<file path="config.mk">
export PLATFORM = sky130hd
export DESIGN_NAME = all_slave_flat
export DESIGN_NICKNAME = d
export VERILOG_FILES = /design/src/core/all_pkg.sv /design/src/core/all_if.sv /design/src/core/all_slave.sv /design/src/flat_wrapper.sv
export VERILOG_INCLUDE_DIRS = /design/src /design/src/core
export SDC_FILE = /design/constraint.sdc
export NUM_CORES = 2
export LEC_CHECK = 0
export BUFFER_PORTS_ARGS = -buffer_cell sky130_fd_sc_hd__buf_2
export CAP_MARGIN = 15
export CORE_UTILIZATION = 40
export CTS_CLUSTER_DIAMETER = 40
export DETAILED_ROUTE_END_ITERATION = 6
export GPL_TIMING_DRIVEN = 0
export HOLD_SLACK_MARGIN = 0.06
export SLEW_MARGIN = 20
export SYNTH_ARGS = -nofsm -noshare
export SYNTH_HDL_FRONTEND = slang
export SYNTH_SLANG_ARGS = --single-unit
</file>
<file path="constraint.sdc">
create_clock -name sys_clk -period 7.75 [get_ports sys_clk]
set_clock_uncertainty 0.1 [all_clocks]
set_input_delay 0.775 -clock sys_clk [delete_from_list [all_inputs] [get_ports sys_clk]]
set_output_delay 0.775 -clock sys_clk [all_outputs]
set_load 0.01 [all_outputs]
</file>
<file path="src/core/all_cfg.svh">
// holds the constants of the lite slave port and its master end
// assumes inclusion by the package and both end modules
// Behaviour
// - one data beat per transaction only
// - full fixed 32 or 64 bit bus
// - accesses non-modifiable, non-bufferable always
// - slave never answers exclusive okay
// - all accesses normal, no lock
// - every beat is the last beat
// - no burst type, slave ignores it
// - master drives correct write strobes
// - slave picks one strobe policy
// - memory slave honours every strobe pattern; here only under ALL_POL_FULL, not ignore or detect
// - all-zero strobe write still answered
// - outstanding allowed, limited by ready only
// - in order, one fixed id otherwise
// - capture id per address, return it
// - write id taken from address channel
// - 64-bit slave sees all accesses wide
// - only lite signals carried on interface; all_if also carries awid, bid, arid and rid
// - direct full master needs id reflection
`ifndef ALL_CFG_SVH
`define ALL_CFG_SVH
`define ALL_DATA_W 32
`define ALL_STRB_W 4
`define ALL_ADDR_W 12
`define ALL_ID_W 4
`define ALL_MEM_WORDS 64
`define ALL_MEM_AW 6
`define ALL_WORD_LSB 2
`define ALL_QDEPTH 4
`define ALL_QPTR_W 2
`define ALL_QCNT_W 3
`define ALL_RESP_OKAY 2'h0
`define ALL_RESP_EXOKAY 2'h1
`define ALL_RESP_SLVERR 2'h2
`define ALL_POL_FULL 2'h0
`define ALL_POL_IGNORE 2'h1
`define ALL_POL_DETECT 2'h2
`endif

</file>
<file path="src/core/all_pkg.sv">
// holds the types shared by both ends
// assumes all_cfg.svh on the include path
`include "all_cfg.svh"
package all_pkg;
   typedef logic [`ALL_DATA_W-1:0] all_data_type;
   typedef logic [`ALL_STRB_W-1:0] all_strb_type;
   typedef logic [`ALL_ADDR_W-1:0] all_addr_type;
   typedef logic [`ALL_ID_W-1:0] all_id_type;
   typedef logic [1:0] all_resp_type;
   typedef logic [2:0] all_prot_type;
   typedef enum logic [2:0] {
      ALL_M_IDLE = 3'h1,
      ALL_M_BUSY = 3'h2,
      ALL_M_DONE = 3'h4
   } all_mst_type;
endpackage

</file>
<file path="src/core/all_if.sv">
// interface joining the lite master end and the slave end
// assumes one clock and an active-high asynchronous reset
`timescale 1ns/1ns
`include "all_cfg.svh"
interface all_if (
   input wire logic sys_clk,
   input wire logic rst
);
   import all_pkg::*;
   // only lite signals plus optional ids
   logic awvalid;
   logic awready;
   all_addr_type awaddr;
   all_prot_type awprot;
   all_id_type awid;
   logic wvalid;
   logic wready;
   all_data_type wdata;
   all_strb_type wstrb;
   logic bvalid;
   logic bready;
   all_resp_type bresp;
   all_id_type bid;
   logic arvalid;
   logic arready;
   all_addr_type araddr;
   all_prot_type arprot;
   all_id_type arid;
   logic rvalid;
   logic rready;
   all_data_type rdata;
   all_resp_type rresp;
   all_id_type rid;
   modport mst (
      input awready, wready, bvalid, bresp, bid,
      input arready, rvalid, rdata, rresp, rid,
      output awvalid, awaddr, awprot, awid, wvalid, wdata, wstrb, bready,
      output arvalid, araddr, arprot, arid, rready
   );
   modport slv (
      output awready, wready, bvalid, bresp, bid,
      output arready, rvalid, rdata, rresp, rid,
      input awvalid, awaddr, awprot, awid, wvalid, wdata, wstrb, bready,
      input arvalid, araddr, arprot, arid, rready
   );
endinterface

</file>
<file path="src/core/all_slave.sv">
// lite slave end: word memory with id reflection
// assumes a master keeping to the lite subset, single beats
`timescale 1ns/1ns
`include "all_cfg.svh"
module all_slave (
   input wire logic sys_clk,
   input wire logic rst,
   input wire logic [1:0] strb_policy,
   output logic [7:0] wr_count,
   all_if.slv bus
);
   import all_pkg::*;
   localparam int QD = `ALL_QDEPTH;

   // -----------------------------------------
   // state
   // -----------------------------------------
   typedef struct packed {
      // channel outputs
      logic awready;
      logic wready;
      logic bvalid;
      all_resp_type bresp;
      all_id_type bid;
      logic arready;
      logic rvalid;
      all_data_type rdata;
      all_resp_type rresp;
      all_id_type rid;
      // held halves of a write
      logic aw_held;
      all_addr_type aw_addr;
      logic w_held;
      all_data_type w_data;
      all_strb_type w_strb;
      // write id queue, head at index 0
      logic [QD-1:0][`ALL_ID_W-1:0] wq;
      logic [`ALL_QCNT_W-1:0] wq_cnt;
      // completed writes, wrapping
      logic [7:0] wr_count;
   } all_slv_type;

   all_slv_type s_r;
   all_slv_type s_nxt;
   all_data_type mem [`ALL_MEM_WORDS];
   logic mem_we;
   logic [`ALL_MEM_AW-1:0] mem_wa;
   wire all_data_type mem_wd;
   all_data_type mem_rd;
   logic [`ALL_MEM_AW-1:0] mem_ra;
   all_data_type old_wd;
   logic aw_acc;
   logic w_acc;
   logic ar_acc;
   logic b_pop;
   logic r_pop;
   logic do_wr;
   logic bad_strb;
   all_strb_type eff_strb;
   wire [QD-1:0][`ALL_ID_W-1:0] wq_push;
   wire [QD-1:0][`ALL_ID_W-1:0] wq_next;

   // -----------------------------------------
   // handshakes
   // -----------------------------------------
   assign aw_acc = bus.awvalid & s_r.awready;
   assign w_acc = bus.wvalid & s_r.wready;
   assign ar_acc = bus.arvalid & s_r.arready;
   assign b_pop = s_r.bvalid & bus.bready;
   assign r_pop = s_r.rvalid & bus.rready;
   // a write needs both halves held and a free response slot
   assign do_wr = s_r.aw_held & s_r.w_held & (~s_r.bvalid | b_pop);

   // -----------------------------------------
   // storage ports
   // -----------------------------------------
   // read data is taken in the accept cycle, so a write landing on the
   // same edge is not seen; the single master never overlaps the two
   assign mem_ra = bus.araddr[`ALL_WORD_LSB +: `ALL_MEM_AW];
   assign mem_rd = mem[mem_ra];
   assign mem_wa = s_r.aw_addr[`ALL_WORD_LSB +: `ALL_MEM_AW];
   assign mem_we = do_wr; // zero strobes still answered
   assign old_wd = mem[mem_wa];

   // -----------------------------------------
   // strobe policy
   // -----------------------------------------
   // detect passes only whole words or none
   assign bad_strb = (strb_policy == `ALL_POL_DETECT) &&
                     (s_r.w_strb != '1) && (s_r.w_strb != '0);

   always_comb begin
      unique case (strb_policy)
         `ALL_POL_IGNORE: eff_strb = '1; // full width writes
         `ALL_POL_DETECT: eff_strb = bad_strb ? '0 : s_r.w_strb;
         default: eff_strb = s_r.w_strb; // honour every byte
      endcase
   end

   // -----------------------------------------
   // byte lanes
   // -----------------------------------------
   // a lane without its strobe rewrites the stored byte: one word-wide
   // array with a read port, instead of one array per byte lane
   for (genvar g = 0; g < `ALL_STRB_W; g++) begin : gen_lane
      assign mem_wd[g*8 +: 8] = eff_strb[g] ? s_r.w_data[g*8 +: 8] :
                                old_wd[g*8 +: 8];
   end

   // -----------------------------------------
   // write id queue
   // -----------------------------------------
   // push at the fill level, shift one place as a write completes;
   // depth 4 is more than the single held address needs, but keeps
   // the pairing safe if the address slot is ever deepened
   for (genvar g = 0; g < QD; g++) begin : gen_wq
      assign wq_push[g] = (aw_acc && s_r.wq_cnt == `ALL_QCNT_W'(g)) ?
                          bus.awid : s_r.wq[g];
      if (g < QD - 1) begin : gen_mid
         assign wq_next[g] = do_wr ? wq_push[g+1] : wq_push[g];
      end else begin : gen_top
         assign wq_next[g] = wq_push[g];
      end
   end

   // -----------------------------------------
   // next state
   // -----------------------------------------
   always_comb begin
      s_nxt = s_r;
      s_nxt.wq = wq_next;
      // write queue: id captured from the address channel
      if (aw_acc) begin
         s_nxt.aw_held = 1'b1;
         s_nxt.aw_addr = bus.awaddr;
         s_nxt.wq_cnt = s_r.wq_cnt + 1'b1;
      end
      if (w_acc) begin // each beat is the last
         s_nxt.w_held = 1'b1;
         s_nxt.w_data = bus.wdata;
         s_nxt.w_strb = bus.wstrb;
      end
      // both halves held: write, answer and pop the id
      if (do_wr) begin
         s_nxt.aw_held = 1'b0;
         s_nxt.w_held = 1'b0;
         s_nxt.bvalid = 1'b1;
         // never exclusive okay
         s_nxt.bresp = bad_strb ? `ALL_RESP_SLVERR : `ALL_RESP_OKAY;
         s_nxt.bid = s_r.wq[0];
         s_nxt.wr_count = s_r.wr_count + 8'h01;
         s_nxt.wq_cnt = s_nxt.wq_cnt - 1'b1;
      end else if (b_pop) begin
         s_nxt.bvalid = 1'b0;
      end
      // limit outstanding work only by ready
      // the address slot frees in the cycle its write completes
      s_nxt.awready = ~s_nxt.aw_held &&
                      (s_nxt.wq_cnt < `ALL_QCNT_W'(QD));
      s_nxt.wready = ~s_nxt.w_held;
      // read: one beat, always the full bus width
      if (ar_acc) begin
         s_nxt.rvalid = 1'b1;
         s_nxt.rdata = mem_rd;
         s_nxt.rresp = `ALL_RESP_OKAY;
         s_nxt.rid = bus.arid;
      end else if (r_pop) begin
         s_nxt.rvalid = 1'b0;
      end
      // single read slot keeps reads in order, no interleave
      // the slot also carries the read id, a queue one deep
      s_nxt.arready = ~s_nxt.rvalid;
   end

   // -----------------------------------------
   // registers
   // -----------------------------------------
   // readies stay low in reset and rise on the first edge after it
   always_ff @(posedge sys_clk or posedge rst) begin
      if (rst) begin
         s_r <= '0;
      end else begin
         s_r <= s_nxt;
      end
   end

   // memory holds no reset; it is storage, not control
   always_ff @(posedge sys_clk) begin
      if (mem_we) begin
         mem[mem_wa] <= mem_wd;
      end
   end

   // -----------------------------------------
   // outputs
   // -----------------------------------------
   // every output comes straight from a register
   assign bus.awready = s_r.awready;
   assign bus.wready = s_r.wready;
   assign bus.bvalid = s_r.bvalid;
   assign bus.bresp = s_r.bresp;
   assign bus.bid = s_r.bid;
   assign bus.arready = s_r.arready;
   assign bus.rvalid = s_r.rvalid;
   assign bus.rdata = s_r.rdata;
   assign bus.rresp = s_r.rresp;
   assign bus.rid = s_r.rid;
   assign wr_count = s_r.wr_count;
endmodule

</file>
<file path="src/flat_wrapper.sv">
// flat-port wrapper written by rule: the top's interface ports become plain ports
module all_slave_flat import all_pkg::*;
  (sys_clk, rst, strb_policy, wr_count, bus_awready, bus_wready, bus_bvalid, bus_bresp, bus_bid, bus_arready, bus_rvalid, bus_rdata, bus_rresp, bus_rid, bus_awvalid, bus_awaddr, bus_awprot, bus_awid, bus_wvalid, bus_wdata, bus_wstrb, bus_bready, bus_arvalid, bus_araddr, bus_arprot, bus_arid, bus_rready);
  all_if bus_i (.sys_clk(sys_clk), .rst(rst));
  input wire logic sys_clk;
  input wire logic rst;
  input wire logic [1:0] strb_policy;
  output logic [7:0] wr_count;
  output wire logic [$bits(bus_i.awready)-1:0] bus_awready;
  output wire logic [$bits(bus_i.wready)-1:0] bus_wready;
  output wire logic [$bits(bus_i.bvalid)-1:0] bus_bvalid;
  output wire logic [$bits(bus_i.bresp)-1:0] bus_bresp;
  output wire logic [$bits(bus_i.bid)-1:0] bus_bid;
  output wire logic [$bits(bus_i.arready)-1:0] bus_arready;
  output wire logic [$bits(bus_i.rvalid)-1:0] bus_rvalid;
  output wire logic [$bits(bus_i.rdata)-1:0] bus_rdata;
  output wire logic [$bits(bus_i.rresp)-1:0] bus_rresp;
  output wire logic [$bits(bus_i.rid)-1:0] bus_rid;
  input wire logic [$bits(bus_i.awvalid)-1:0] bus_awvalid;
  input wire logic [$bits(bus_i.awaddr)-1:0] bus_awaddr;
  input wire logic [$bits(bus_i.awprot)-1:0] bus_awprot;
  input wire logic [$bits(bus_i.awid)-1:0] bus_awid;
  input wire logic [$bits(bus_i.wvalid)-1:0] bus_wvalid;
  input wire logic [$bits(bus_i.wdata)-1:0] bus_wdata;
  input wire logic [$bits(bus_i.wstrb)-1:0] bus_wstrb;
  input wire logic [$bits(bus_i.bready)-1:0] bus_bready;
  input wire logic [$bits(bus_i.arvalid)-1:0] bus_arvalid;
  input wire logic [$bits(bus_i.araddr)-1:0] bus_araddr;
  input wire logic [$bits(bus_i.arprot)-1:0] bus_arprot;
  input wire logic [$bits(bus_i.arid)-1:0] bus_arid;
  input wire logic [$bits(bus_i.rready)-1:0] bus_rready;
  assign bus_awready = bus_i.awready;
  assign bus_wready = bus_i.wready;
  assign bus_bvalid = bus_i.bvalid;
  assign bus_bresp = bus_i.bresp;
  assign bus_bid = bus_i.bid;
  assign bus_arready = bus_i.arready;
  assign bus_rvalid = bus_i.rvalid;
  assign bus_rdata = bus_i.rdata;
  assign bus_rresp = bus_i.rresp;
  assign bus_rid = bus_i.rid;
  assign bus_i.awvalid = bus_awvalid;
  assign bus_i.awaddr = bus_awaddr;
  assign bus_i.awprot = bus_awprot;
  assign bus_i.awid = bus_awid;
  assign bus_i.wvalid = bus_wvalid;
  assign bus_i.wdata = bus_wdata;
  assign bus_i.wstrb = bus_wstrb;
  assign bus_i.bready = bus_bready;
  assign bus_i.arvalid = bus_arvalid;
  assign bus_i.araddr = bus_araddr;
  assign bus_i.arprot = bus_arprot;
  assign bus_i.arid = bus_arid;
  assign bus_i.rready = bus_rready;
  all_slave u_core (.sys_clk(sys_clk), .rst(rst), .strb_policy(strb_policy), .wr_count(wr_count), .bus(bus_i));
endmodule
</file>
==> metrics <==
gr usage total 22.4%; clock tree buffer depth 4; synthesis-to-layout area growth 18.4%; Residual DRC 4; via count 44.5k; CP Depth 9; CP max stage cell clkbuf_1; ratio of cells with drive above 1 in the final layout 25.9%; Final setup viols 0; CP Cell Sequence buf_2 > buf_2 > buf_2 > buf_2 > clkbuf_1 > mux4_2 > a22oi_1 > nand4_1 > a221o_1; clock root buffer master clkbuf_16; Via-to-Cell Ratio 5.74; fillers 17.1k; Reg clk slew, reported paths 60 ps; number of global-route vias before repair about 45k; hold depth 2; row count 167; nets@finish 4819; setup TNS 0 ps; gpl congestion 0.887; Post-CTS Setup Bufs 0; Seq cells post-synth 2165; Synth Warn # 0; Synth Flop Type edfxtp_1; max frequency 0.250 GHz; initial antenna violation count 13; Core ar. 208000 sq um; Hold Crit Start bus_awaddr[3]; final instance area 99400 sq um; clk sinks 2165; EDFF count, synth 2048; commonest non-fill, non-tap cells in the layout edfxtp_1, mux4_2, clkbuf_16; CTS tree yes; PD cells 336 nW/um^2; hpwl dp 159 mm; critical path type in -> reg; CP max FO 10; Setup WS post-layout 3750 ps; reg2reg path depth 5; sequential fraction of the synthesis area around 77%; multi-input logic area 17900 sq um; Avg Cell Area, Syn 19.9 sq um; Hold WC Path Type in -> reg; leak pwr 0.0326 uW; failing checks design-rule violations; cell count after synthesis 4220; CP Launch Type input pin; cell area after placement a little under 90000 sq um; worst r2r dst u_core.mem[45][22]; Peak VDD IR 0.000275 V; relative slew slack 21.3%; post-synth cell types 45; status finished, violations left; worst-case hold path end point u_core.mem_wa[1]; H-Tree Depth 5; Final Hold Fails 0; Post-Synthesis Cell Area 84000 sq um; die height 460 um; Initial Utilization 40.4%; drt wl/cell ~30 um; Crit Reg-Reg Startpoint u_core.mem_wa[2]; Die X 460 um; Tcrit/Tclk final 51.6%; post-route ant nets 0; Worst Setup End Kind register; Slew @ Worst Pin 1180 ps; most common cell after layout, fill and taps aside edfxtp_1; Pins Over Slew Limit 0; placed cells 7149; critical path required time 8440 ps; clock buffer count from CTS 310; DRT iter0 DRCs roughly 5.3k; async set-reset flop share out of synthesis 5.40%; grt ovf 0; maxcap violations 0; Crit path largest cell delay ~860 ps; Ports 140; first-pass GRT wire length around 330 mm; DP Worst Slack around 2800 ps; worst skew pair latency 930 ps; WP buf/inv 5; RSZ-0062 raised after global routing false; Reg area 64500 sq um; CP delay by family, top buffers and inverters; PortBufs 117; DRT Pass-1 Iters 7; Post-Layout Cell Count 7752; total routed wirelength ~240 mm; Reg2Reg Setup Slack 3790 ps; most used cell, CP buf_2; pin count of the biggest net entering global routing 66; crit path time final 4000 ps; WP data arrival about 4700 ps; die area 212000 sq um
[worst max-delay path by stage]
| stage | from | end | slack [ps] |
|---|---|---|---|
| after floorplan | rst | u_core.bus.arready | 3770 |
| after global placement | rst | u_core.s_r[59] | 1420 |
| after detailed placement | bus_araddr[4] | u_core.bus.rdata[0] | 2830 |
| after CTS | bus_araddr[4] | u_core.bus.rdata[0] | 3790 |
| after global routing | u_core.mem_wa[5] | u_core.mem[38][16] | 3730 |
| final | bus_araddr[4] | u_core.bus.rdata[0] | 3750 |
[cell type report]
class	instances	area share (%)
diodes	3	0.00755
plain buffers	303	1.64
clock buffers	351	8.20
clock inverters	195	2.03
inverters	10	0.0453
multi-input cells	1744	18.0
flip-flops and latches	2165	64.9
well taps	2788	3.51
repair buffers	193	1.62
[state kept, by name (all words and copies together) (netlist names)]
signal	count
u_core.bus.wready	1
u_core.bus.awready	1
u_core.bus.arready	1
u_core.bus.bvalid	1
u_core.mem	2048
u_core.bus.bid	4
u_core.bus.rvalid	1
u_core.wr_count	8
u_core.s_r	57
u_core.bus.bresp	1
u_core.bus.rid	4
u_core.bus.rdata	32
u_core.mem_wa	6
[metrics by stage]
stage | util [%] | power, uW | hold WS (ps)
after floorplan | - | 17300 | 340
after global placement | 42.4 | 19500 | 367
after detailed placement | 42.7 | 19800 | 367
after CTS | 47.8 | 33500 | 106
after global routing | 47.8 | 34300 | 116
final | 47.8 | 33400 | 151
[per-layer routing]
| metal | track usage [%] | wire, um | up-vias |
|---|---|---|---|
| met2 | 33.6 | 108000 | 2305 |
| met1 | 30.6 | 95900 | 23446 |
| met4 | 9.71 | 10300 | 18 |
| met3 | 6.17 | 24000 | 449 |
| met5 | 0.482 | 262 | - |
| li1 | - | - | 18297 |
[cells in the mapped netlist (33+ instances only)]
| cell type | count | share of area [%] |
|---|---|---|
| nor2_1 | 271 | 1.2 |
| nand2_1 | 136 | 0.61 |
| o22ai_1 | 68 | 0.51 |
| mux2_2 | 52 | 0.70 |
| edfxtp_1 | 2048 | 73 |
| nor2b_1 | 36 | 0.27 |
| mux2i_1 | 294 | 3.5 |
| clkbuf_1 | 114 | 0.51 |
| a21oi_1 | 33 | 0.20 |
| mux4_2 | 384 | 10 |
| nand3_1 | 69 | 0.41 |
| nand4_1 | 33 | 0.25 |
| a22oi_1 | 160 | 1.4 |
| dfrtp_1 | 117 | 3.5 |
| buf_2 | 84 | 0.50 |
| a211oi_1 | 62 | 0.55 |
| buf_4 | 71 | 0.63 |
[power breakdown]
group / leakage [uW] / internal (uW) / switching, uW
sequential: 0.0198 / 14900 / 1470
combinational: 0.00785 / 1050 / 2220
clock: 0.00490 / 8490 / 5340
[logic make-up after synthesis]
group                    Yosys count  synth area share (%)
AO/OA/AOI/OAI                    382                  3.28
XOR/XNOR                          10                 0.104
adder cells (fa/ha/maj)            9                 0.134
buffers and inverters            313                  1.98
flip-flops                      2165                  76.7
multiplexers                     730                  14.5
other                              1               0.00447
AND/OR/NAND/NOR                  610                  3.27
[timing repair]
item                                   in CTS  in global routing
endpoints found under the hold margin     117                  0
gates resized for setup                     0                  0
hold buffers                               53                  0
(Power assumes the default switching activity.)
